<file path="config.mk">
export PLATFORM = sky130hd
export DESIGN_NAME = bcrc_top
export DESIGN_NICKNAME = d
export VERILOG_FILES = /design/src/shared/bcrc_pkg.sv /design/src/logic/bcrc_top.sv /design/src/logic/bcrc_cfg_capture.sv
export SDC_FILE = /design/constraint.sdc
export NUM_CORES = 1
export LEC_CHECK = 0
export BUFFER_PORTS_ARGS = -buffer_cell sky130_fd_sc_hd__buf_2
export CAP_MARGIN = 10
export CORE_MARGIN = 2
export CORE_UTILIZATION = 46
export DETAILED_ROUTE_END_ITERATION = 12
export PLACE_DENSITY = 0.75
export SLEW_MARGIN = 20
export SYNTH_ARGS = -nofsm -noshare
export SYNTH_HDL_FRONTEND = slang
export SYNTH_SLANG_ARGS = --single-unit
export TNS_END_PERCENT = 10
</file>
<file path="constraint.sdc">
create_clock -name sys_clk -period 1.8 [get_ports sys_clk]
set_clock_uncertainty 0.1 [all_clocks]
set_input_delay 0.36 -clock sys_clk [delete_from_list [all_inputs] [get_ports sys_clk]]
set_output_delay 0.36 -clock sys_clk [all_outputs]
set_load 0.02 [all_outputs]
</file>
<file path="src/shared/bcrc_pkg.sv">
// Shared constants and carrier types for the bus configuration and retry control block
package bcrc_pkg;

    // Bus acknowledge reply codes
    localparam logic [1:0] ACK_NONE      = 2'h0;
    localparam logic [1:0] ACK_ABSENT    = 2'h1;
    localparam logic [1:0] ACK_CONFIRMED = 2'h2;

    // Address status input codes
    localparam logic [1:0] ASTAT_NULL    = 2'h0;
    localparam logic [1:0] ASTAT_RETRY   = 2'h1;

    // Store buffer arrangement
    localparam int         NUM_BUF       = 4;
    localparam int         PUSH_BUF      = NUM_BUF - 1;
    localparam logic [1:0] PUSH_BUF_IDX  = 2'h3;

    // Abort delay after sampled retry, in bus cycles
    localparam int         ABORT_DELAY   = 1;

    // Configuration hold after reset release, in bus clocks
    localparam int         CFG_HOLD      = 3;
    localparam logic [1:0] CFG_HOLD_CNT  = 2'h3;

    // Control/status register layout, bit numbering 0 = most significant of 64
    localparam int         CSR_W         = 64;
    localparam int         POS_ACK_EN    = 21;
    localparam int         POS_ACK_ERR   = 22;
    localparam int         POS_RATIO     = 40;
    localparam int         POS_GATE      = 42;
    localparam int         POS_RESPT     = 44;
    localparam int         POS_DX        = 46;
    localparam int         POS_PUMP      = 47;
    localparam logic [63:0] CSR_RESET    = 64'h0;

    // Captured configuration pins
    typedef struct packed {
        logic       bus_clock_gating_option;
        logic [1:0] bus_core_ratio;
        logic       pll_charge_pump_low;
        logic [1:0] pll_vco_divider;
        logic [1:0] response_timing_enable;
        logic       data_extension_option;
        logic [4:0] bus_processor_id;
    } bcrc_cfg_t;

    localparam bcrc_cfg_t CFG_RESET = '0;

    // Raw configuration pin group
    typedef struct packed {
        logic       bus_clock_gating_pin;
        logic       scan_shift_gate_pin;
        logic       ratio_bit1_pin;
        logic       scan_clock_a_pin;
        logic       scan_clock_b_pin;
        logic       receiver_disable_pin;
        logic [1:0] response_timing_pin;
        logic       data_extension_pin;
        logic [2:0] processor_id_pin;
        logic       driver_disable_pin_a;
        logic       driver_disable_pin_b;
    } bcrc_pins_t;

    // Internal store request
    typedef struct packed {
        logic       is_push;
        logic       snoop;
        logic [1:0] tag;
    } bcrc_req_t;

endpackage : bcrc_pkg

</file>
<file path="src/logic/bcrc_top.sv">
// Bus acknowledge checking, retry abort, push reservation and reset configuration
// Behaviour
// - Machine check on missing ack only if enabled
// - Ack check enable clears on hard reset
// - Enable off turns absent ack into confirmed
// - Abort operation one cycle after sampled retry
// - Queue-full retries suppressed from one cycle after a sampled retry until the next issue
// - One store buffer reserved for snoop pushes
// - Reprioritize pending work after a retry of the in-flight tenure
// - Fair arbitration guarantees snoop push issues
// - Scan pins configure only with scan disabled
// - Capture clock gating and bus ratio pins
// - Capture charge pump and VCO divider pins
// - Capture response timing and data extension
// - Capture five-bit processor id from pins
// - Flag sets on missing ack; a write clears it unless a miss comes in the same cycle
// - Register reads zero except ack enable, error flag and captured ratio, gating, timing, extension and pump fields
`timescale 1ns/100ps
`default_nettype none

module bcrc_top
(
    // Clock and hard reset
    input  wire logic                 sys_clk,
    input  wire logic                 arst_n,
    // Configuration pins
    input  wire bcrc_pkg::bcrc_pins_t cfg_pins,
    input  wire logic                 scan_test_disable,
    // Control register write port
    input  wire logic                 csr_wr,
    input  wire logic                 csr_wr_ack_en,
    // Bus operation status from bus logic
    input  wire logic                 op_active,
    input  wire logic                 op_expects_ack,
    input  wire logic [1:0]           ack_reply,
    input  wire logic [1:0]           addr_status_input,
    input  wire logic                 queue_full,
    // Internal store requests
    input  wire bcrc_pkg::bcrc_req_t  req_in,
    input  wire logic                 req_valid,
    input  wire logic                 issue_done,
    // Outputs
    output var  logic                 req_ready,
    output var  logic                 bus_request,
    output var  bcrc_pkg::bcrc_req_t  issue_req,
    output var  logic                 op_abort,
    output var  logic                 op_ack_ok,
    output var  logic                 machine_check,
    output var  logic                 addr_status_output,
    output var  logic                 addr_response_output,
    output var  logic [63:0]          csr_read,
    output var  bcrc_pkg::bcrc_cfg_t  cfg_out
);

    bcrc_pkg::bcrc_cfg_t cfg;
    logic                cfg_done;
    logic                ack_error_check_enable_reg;
    logic                ack_missing_flag_reg;
    logic                retry_seen_reg;
    logic                aborted_reg;
    logic                missing_ack;
    logic                retry_now;
    bcrc_pkg::bcrc_req_t buf_reg [bcrc_pkg::NUM_BUF];
    logic [bcrc_pkg::NUM_BUF-1:0] buf_vld_reg;
    logic [1:0]          rr_ptr_reg;
    logic [1:0]          free_idx;
    logic                free_ok;
    logic [1:0]          pick_idx;
    logic                pick_ok;
    logic                inflight_reg;
    logic [1:0]          inflight_idx_reg;

    bcrc_cfg_capture u_cfg
    (
        .sys_clk           (sys_clk),
        .arst_n            (arst_n),
        .pins              (cfg_pins),
        .scan_test_disable (scan_test_disable),
        .cfg               (cfg),
        .cfg_done          (cfg_done)
    );

    assign missing_ack = op_active && op_expects_ack && ack_reply == bcrc_pkg::ACK_ABSENT;
    assign retry_now   = op_active && addr_status_input == bcrc_pkg::ASTAT_RETRY;

    // Ack enable and error flag; a miss in the clearing cycle still sets the flag
    always_ff @(posedge sys_clk or negedge arst_n)
    begin
        if (!arst_n)
        begin
            ack_error_check_enable_reg <= 1'b0;
            ack_missing_flag_reg       <= 1'b0;
        end
        else
        begin
            if (csr_wr)
                ack_error_check_enable_reg <= csr_wr_ack_en;
            if (missing_ack)
                ack_missing_flag_reg <= 1'b1;
            else if (csr_wr)
                ack_missing_flag_reg <= 1'b0;
        end
    end

    // Ack outcome and machine check
    always_ff @(posedge sys_clk or negedge arst_n)
    begin
        if (!arst_n)
        begin
            op_ack_ok     <= 1'b0;
            machine_check <= 1'b0;
        end
        else
        begin
            op_ack_ok <= op_active && (ack_reply == bcrc_pkg::ACK_CONFIRMED
                || (ack_reply == bcrc_pkg::ACK_ABSENT && op_expects_ack
                    && !ack_error_check_enable_reg));
            machine_check <= missing_ack && ack_error_check_enable_reg;
        end
    end

    // Retry sampled, abort one cycle later; aborted op marked until next issue
    always_ff @(posedge sys_clk or negedge arst_n)
    begin
        if (!arst_n)
        begin
            retry_seen_reg <= 1'b0;
            op_abort       <= 1'b0;
            aborted_reg    <= 1'b0;
        end
        else
        begin
            retry_seen_reg <= retry_now;
            op_abort       <= retry_seen_reg;
            if (retry_seen_reg)
                aborted_reg <= 1'b1;
            else if (bus_request)
                aborted_reg <= 1'b0;
        end
    end

    // Queue-full retries out are suppressed while an aborted op lingers
    always_ff @(posedge sys_clk or negedge arst_n)
    begin
        if (!arst_n)
        begin
            addr_status_output   <= 1'b0;
            addr_response_output <= 1'b0;
        end
        else
        begin
            addr_status_output   <= queue_full && !aborted_reg && !retry_seen_reg;
            addr_response_output <= queue_full && !aborted_reg && !retry_seen_reg;
        end
    end

    // Free slot search; last slot only for snoop pushes
    always_comb
    begin
        free_ok  = 1'b0;
        free_idx = 2'h0;
        if (req_in.is_push && req_in.snoop && !buf_vld_reg[bcrc_pkg::PUSH_BUF])
        begin
            free_ok  = 1'b1;
            free_idx = bcrc_pkg::PUSH_BUF_IDX;
        end
        else
        begin
            for (int i = bcrc_pkg::PUSH_BUF - 1; i >= 0; i--)
            begin
                if (!buf_vld_reg[i])
                begin
                    free_ok  = 1'b1;
                    free_idx = 2'(i);
                end
            end
        end
    end

    // Round robin from the pointer; reserved slot is always visited in turn
    always_comb
    begin
        pick_ok  = 1'b0;
        pick_idx = 2'h0;
        for (int k = bcrc_pkg::NUM_BUF - 1; k >= 0; k--)
        begin
            if (buf_vld_reg[2'(rr_ptr_reg + 2'(k))])
            begin
                pick_ok  = 1'b1;
                pick_idx = 2'(rr_ptr_reg + 2'(k));
            end
        end
    end

    // Buffer storage
    always_ff @(posedge sys_clk or negedge arst_n)
    begin
        if (!arst_n)
        begin
            buf_vld_reg <= '0;
            for (int i = 0; i < bcrc_pkg::NUM_BUF; i++)
                buf_reg[i] <= '0;
        end
        else
        begin
            if (inflight_reg && issue_done)
                buf_vld_reg[inflight_idx_reg] <= 1'b0;
            if (req_valid && req_ready)
            begin
                buf_vld_reg[free_idx] <= 1'b1;
                buf_reg[free_idx]     <= req_in;
            end
        end
    end

    always_ff @(posedge sys_clk or negedge arst_n)
    begin
        if (!arst_n)
            req_ready <= 1'b0;
        else
            req_ready <= cfg_done && free_ok && !(req_valid && req_ready);
    end

    // Issue; a retry drops the tenure and rotates priority past it
    always_ff @(posedge sys_clk or negedge arst_n)
    begin
        if (!arst_n)
        begin
            inflight_reg     <= 1'b0;
            inflight_idx_reg <= 2'h0;
            rr_ptr_reg       <= 2'h0;
            bus_request      <= 1'b0;
            issue_req        <= '0;
        end
        else
        begin
            bus_request <= 1'b0;
            if (inflight_reg && retry_seen_reg)
            begin
                inflight_reg <= 1'b0;
                rr_ptr_reg   <= inflight_idx_reg + 2'h1;
            end
            else if (inflight_reg && issue_done)
            begin
                inflight_reg <= 1'b0;
                rr_ptr_reg   <= inflight_idx_reg + 2'h1;
            end
            else if (!inflight_reg && pick_ok && !retry_seen_reg && !op_abort)
            begin
                inflight_reg     <= 1'b1;
                inflight_idx_reg <= pick_idx;
                bus_request      <= 1'b1;
                issue_req        <= buf_reg[pick_idx];
            end
        end
    end

    // Register image: ack enable, error flag, ratio, gating, timing, extension and pump fields; others zero
    always_ff @(posedge sys_clk or negedge arst_n)
    begin
        if (!arst_n)
        begin
            csr_read <= bcrc_pkg::CSR_RESET;
            cfg_out  <= bcrc_pkg::CFG_RESET;
        end
        else
        begin
            csr_read <= bcrc_pkg::CSR_RESET;
            csr_read[63-bcrc_pkg::POS_ACK_EN]  <= ack_error_check_enable_reg;
            csr_read[63-bcrc_pkg::POS_ACK_ERR] <= ack_missing_flag_reg;
            csr_read[63-bcrc_pkg::POS_RATIO -: 2] <= cfg.bus_core_ratio;
            csr_read[63-bcrc_pkg::POS_GATE]       <= cfg.bus_clock_gating_option;
            csr_read[63-bcrc_pkg::POS_RESPT -: 2] <= cfg.response_timing_enable;
            csr_read[63-bcrc_pkg::POS_DX]         <= cfg.data_extension_option;
            csr_read[63-bcrc_pkg::POS_PUMP]       <= cfg.pll_charge_pump_low;
            cfg_out <= cfg;
        end
    end
endmodule // bcrc_top

`default_nettype wire

</file>
<file path="src/logic/bcrc_cfg_capture.sv">
// Reset-time configuration pin capture
`timescale 1ns/100ps
`default_nettype none

module bcrc_cfg_capture
(
    // Clock and reset
    input  wire logic                  sys_clk,
    input  wire logic                  arst_n,
    // Pins
    input  wire bcrc_pkg::bcrc_pins_t  pins,
    input  wire logic                  scan_test_disable,
    // Captured configuration
    output var  bcrc_pkg::bcrc_cfg_t   cfg,
    output var  logic                  cfg_done
);

    bcrc_pkg::bcrc_pins_t pins_meta_reg;
    bcrc_pkg::bcrc_pins_t pins_sync_reg;
    logic                 tinh_meta_reg;
    logic                 tinh_sync_reg;
    logic [1:0]           hold_cnt_reg;
    bcrc_pkg::bcrc_cfg_t  cfg_next;

    // Pins are foreign to the clock, so two stages before use
    always_ff @(posedge sys_clk or negedge arst_n)
    begin
        if (!arst_n)
        begin
            pins_meta_reg <= '0;
            pins_sync_reg <= '0;
            tinh_meta_reg <= 1'b0;
            tinh_sync_reg <= 1'b0;
        end
        else
        begin
            pins_meta_reg <= pins;
            pins_sync_reg <= pins_meta_reg;
            tinh_meta_reg <= scan_test_disable;
            tinh_sync_reg <= tinh_meta_reg;
        end
    end

    // Scan-class pins count only with scan test off
    always_comb
    begin
        cfg_next.bus_clock_gating_option  = pins_sync_reg.bus_clock_gating_pin;
        cfg_next.bus_core_ratio[1]        = pins_sync_reg.ratio_bit1_pin;
        cfg_next.bus_core_ratio[0]        = tinh_sync_reg & pins_sync_reg.scan_shift_gate_pin;
        cfg_next.pll_charge_pump_low      = tinh_sync_reg & pins_sync_reg.scan_clock_a_pin;
        cfg_next.pll_vco_divider[0]       = tinh_sync_reg & pins_sync_reg.scan_clock_b_pin;
        cfg_next.pll_vco_divider[1]       = tinh_sync_reg & pins_sync_reg.receiver_disable_pin;
        cfg_next.response_timing_enable   = pins_sync_reg.response_timing_pin;
        cfg_next.data_extension_option    = pins_sync_reg.data_extension_pin;
        cfg_next.bus_processor_id[2:0]    = pins_sync_reg.processor_id_pin;
        cfg_next.bus_processor_id[3]      = tinh_sync_reg & pins_sync_reg.driver_disable_pin_a;
        cfg_next.bus_processor_id[4]      = tinh_sync_reg & pins_sync_reg.driver_disable_pin_b;
    end

    // Track through the hold window; the sync delay of two fits inside the three-clock hold
    always_ff @(posedge sys_clk or negedge arst_n)
    begin
        if (!arst_n)
        begin
            hold_cnt_reg <= 2'h0;
            cfg_done     <= 1'b0;
            cfg          <= bcrc_pkg::CFG_RESET;
        end
        else if (!cfg_done)
        begin
            cfg <= cfg_next;
            if (hold_cnt_reg == bcrc_pkg::CFG_HOLD_CNT)
                cfg_done <= 1'b1;
            else
                hold_cnt_reg <= hold_cnt_reg + 2'h1;
        end
    end
endmodule // bcrc_cfg_capture

`default_nettype wire

</file>
* Word level (Yosys, flattened, before mapping)
Index checks and enable logic that the tools add are counted.
Cells by class: reductions and logical operators 36, multiplexer cells 50, add/sub/neg operators 5, order comparisons 11, bitwise logic cells 15, eq/ne operators 4
Operator list (number):
- 1-bit 2-to-1 mux | 26
- 1-bit logical AND | 22
- 2-bit 2-to-1 mux | 10
- 4-bit 2-to-1 mux | 5
- 2-bit by 3-bit less-than comparator with 1-bit output, second input constant | 6
- 16-bit bitwise mux | 1
- 1-bit binary-select mux with 2-bit select | 4
- 4-bit binary-select mux with 2-bit select | 1
- 4-bit demux with 2-bit select | 1
- 1-bit logical NOT | 7
- 2-bit by 1-bit adder with 2-bit output, second input constant | 3
- 1-bit AND | 6
- 3-bit greater-or-equal comparator, second input constant | 2
- 2-bit inverter with 3-bit output | 2
- 2-bit nonzero test | 3
- 2-bit adder, second input constant | 2
- 4-bit AND | 1
- 1-bit demux with 2-bit select | 2
- 2-bit by 1-bit == test with 1-bit output, second input constant | 2
- 2-bit == test, second input constant | 2
- 2-bit by 1-bit greater-or-equal comparator with 1-bit output, second input constant | 2
- 1-bit inverter | 4
- 4-bit inverter | 1
- 4-bit OR | 1
- other kinds (5) | 5
Storage, ports and cells: logic and storage cells 191, output and inout bits 89, register bits 109, input port bits 32

* Logic depth before layout (Yosys ltp)
depth after elaboration 13, depth in mapped cells 8, depth with buffers taken out 5

* Cells and area by module
From an unflattened synthesis, not the netlist that was laid out.
Unflattened totals: cell total of the unflattened synthesis 307, area, all modules 4082.7 µm²
By module, submodules not included:
- bcrc_top | cells an instance 227, area each 2652.5 µm², instances 1
- bcrc_cfg_capture | cells an instance 80, area each 1430.1 µm², instances 1

* Worst setup path before layout
OpenSTA, ideal clock, no wires.
path type register to register, from reg rr_ptr_reg[1], to reg issue_req[1] (netlist name), cell stages (with the launch flop) 7, path slack 0.047 ns, data arrival time 1.530 ns, path buffers 1, required time 1.576 ns, setup time 0.124 ns, cell sequence dfrtp_1 -> mux2i_1 -> a221oi_2 -> buf_6 -> mux2i_1 -> nor3_2 -> a211o_1
On the way: word-level cells in the longest chain between the ends 11, elaborated cells between the ends (all ways) 27, those cells by class add/sub (3); mux (19); bitwise (1); reduce/logical (4)
RTL lines:
- start: declaration | line bcrc_top.sv:65 | logic [1:0] rr_ptr_reg;
- start signal: assignment | line bcrc_top.sv:241 | rr_ptr_reg <= inflight_idx_reg + 2'h1;
- start signal: assignment | line bcrc_top.sv:246 | rr_ptr_reg <= inflight_idx_reg + 2'h1;
- 2-bit adder | line bcrc_top.sv:187, bcrc_top.sv:190
- 1-bit binary-select mux with 2-bit select | line bcrc_top.sv:187 | if (buf_vld_reg[2'(rr_ptr_reg + 2'(k))])
- 1-bit 2-to-1 mux (implied by the code) | line bcrc_top.sv:187
- 2-bit 2-to-1 mux / 1-bit 2-to-1 mux (equally long branches) (4 in series) | line bcrc_top.sv:187
- 2-bit inverter with 3-bit output (implied by the code) / 1-bit logical AND (equally long branches) | line bcrc_top.sv:253, bcrc_top.sv:248
- 4-bit binary-select mux with 2-bit select / 1-bit logical AND (equally long branches) | line bcrc_top.sv:253, bcrc_top.sv:248
- 4-bit 2-to-1 mux (implied by the code) / 1-bit logical AND (equally long branches) | line bcrc_top.sv:253, bcrc_top.sv:248
- 4-bit 2-to-1 mux (implied by the code) / 3-bit AND reduction (equally long branches)
- end signal: assignment | line bcrc_top.sv:253 | issue_req <= buf_reg[pick_idx];
- end: declaration | line bcrc_top.sv:45 | output var bcrc_pkg::bcrc_req_t issue_req,
Several ways; a longest one is shown, not always the timed one. The select of a mux whose other input is x is not followed. A chain may end at the register's enable or synchronous reset.

* Final worst setup path
from reg rr_ptr_reg[1], to reg issue_req[2] (netlist name)
The elaborated chain is that of the path after synthesis.

==> results.cfg <==
[final_layout]
regArea_um2 = 2550
fillerInstances = 724
nets = 428
largest_reg_flops = 16
post-route-util_pct = 55.1
syn2layout_area_growth_pct = 17.3
multi_input_area_um2 = 1120
insertedDiodeCount = 0
final_area_um2 = 4730
final_cells = 504
layout_common_cells = 101 x dfrtp_1, 65 x buf_2, 55 x conb_1
final_common_cell = dfrtp_1
drive_gt1_share_pct = 33.3

[placement]
dp.cells = 469
dp_hpwl_mm = 4.65
placed_area_um2 = 4310
gp_congestion = 0.794
dp_slack_ns = -0.0296
numPortBuffers = 65

[critical_path]
setup.worst_path.end_class = flop
path_class = reg -> reg
cp.required_ns = 1.96
crit_chain = mux2i_1 > a221oi_2 > buf_2 > mux2i_1 > nor3_1 > a211o_1
slowest_stage = dfrtp_1
cp_common_cell = mux2i_1
critPathBufInv = 1
arrival_ns = 1.98
crit_fanout = 4
crit_path_start_kind = flop
crit_family = compound AO/OA/AOI/OAI gates
max_stage_delay_ns = 0.43

[timing]
finalSetupViolCount = 4
whs_ns = 0.106
finalHoldViolCount = 0
fin_ws_ns = -0.0277
post-route-min-period_ns = 1.83
fmax_ghz = 0.547
rsz0062_at_grt = true
period_share_pct = 102
final-max-slew-violation-count = 0

[synth]
async_reset_ff_share_pct = 100
yosysWarnings = 0
synthesis.area_um2 = 4040
ys_types = 38
synth_top_area_cell = dfrtp_1
avgSynthCellArea_um2 = 13.6
synth_top_area_share_pct = 63.3
yosysSeqAreaShare_pct = 63.3
syn_inst = 296
ys.flop_type = dfrtp_1
synth_edf_count = 0
ys_ff_latch = 102
yosys-top-cells-area = dfrtp_1 63%, buf_4 12%, mux2_2 5.9%

[clocking]
cts_tree = yes
htree_levels = 3
path_clk_slew_ns = 0.10
cts-root-buf = clkbuf_8
clkLatencyLatePin_ns = 0.36
cts_buffers = 9
cts_sinks = 102
clockBufferDepth = 2

[route]
wirelength_mm = 6.73
vias_per_cell = 4.53
via_count = 2283
ant_nets = 0
firstDrtPassIters = 5
drc = 0
drtIter0Drc = 102
wl_per_cell_um = 13.4

[die]
die_h_um = 97.7
core_area_um2 = 8590
die-area_um2 = 9540
die_x_um = 97.7
ios = 121
initial_core_util_pct = 47.0
rows = 34

[pwr]
p_per_area_nw_per_um2 = 1430
p_leak_uw = 0.00236
vdd_ir_drop_max_v = 0.000528

[grt]
grt.total_usage_pct = 14.8
grt_pass1_vias = 2226
grt_antenna_before_repair = 0
grt_max_degree = 37
grt-ovfl-total = 0
grt_pass1_wl_mm = 11.0

[run]
drv_cap = 0

[run_status]
outcome = finished with violations
violations = negative setup slack

[min_path]
hp-class = in -> reg
cell usage after synthesis, types with 2 or more instances:
master	n
a22o_1	5
nor3b_1	2
nor3_1	7
a211o_1	4
or2_2	2
inv_1	6
nand4b_1	2
nor2b_1	3
mux2_2	21
nor3_2	2
buf_4	64
a21o_1	5
nor2_1	6
buf_6	5
o21ai_0	8
o21a_1	2
mux2i_1	10
o22a_1	2
ha_1	5
nand3_1	5
nand2_1	12
dfrtp_1	102
through the flow:
step                      power [uW]  TNS (ns)
after floorplan                 4540         0
after global placement          4850         0
after detailed placement        4960   -0.0296
after CTS                       6690   -0.0272
after global routing            7120    -0.395
final                           6750   -0.0731
final timing paths:
| check | end | start | slack (ns) | cells past startpoint |
|---|---|---|---|---|
| max in group asynchronous | buf_vld_reg[3] | arst_n | 0.68 | 3 |
| min in group asynchronous | u_cfg.cfg_next[2] | arst_n | 0.38 | 2 |
| setup / recovery | issue_req[2] | rr_ptr_reg[1] | -0.03 | 6 |
| hold reg to reg | u_cfg.pins_sync_reg[12] | u_cfg.pins_meta_reg[12] | 0.25 | 0 |
| hold / removal | ack_error_check_enable_reg | csr_wr | 0.11 | 2 |
| setup reg to reg | issue_req[2] | rr_ptr_reg[1] | -0.03 | 6 |
kinds of logic after synthesis:
group / Yosys count / synth area share [%]
simple gates: 47 / 6.39
mux: 32 / 8.62
compound gates: 30 / 5.74
xor+xnor: 1 / 0.217
buf+inv: 78 / 14.1
fa+ha+maj: 5 / 1.55
flops: 102 / 63.3
other cells: 1 / 0.0929
timing repair:
action / 4_1_cts / 5_1_grt
endpoints found under the hold margin: 46 / 0
endpoints found under the setup margin: 3 / 5
gates cloned: 0 / 1
pin swaps: 0 / 3
hold buffers: 16 / 0
setup buffers: 1 / 1
resized for setup: 1 / 2
routing by layer:
metal	vias up	track usage, %	share of wire [%]
li1	1067	-	-
met1	1108	19.9	43
met2	89	23.0	49
met3	19	2.66	4.8
met4	0	7.80	3.2
met5	-	0	0
report_power, final:
group          leakage [uW]  switching [uW]  internal (uW)
Combinational       0.00103            1090            989
Clock              0.000115             829            814
Sequential          0.00121             296           2730
Total               0.00236            2210           4530
area by class of cell:
| cell class | instances | area share (%) |
|---|---|---|
| clock inverter | 7 | 2.38 |
| sequential | 102 | 53.9 |
| multi-input combinational | 170 | 23.6 |
| clock buffer | 9 | 2.62 |
| tap | 108 | 2.85 |
| inverter | 7 | 0.555 |
| timing repair buffer | 101 | 14.0 |
Power figures use the tool's default switching activity.
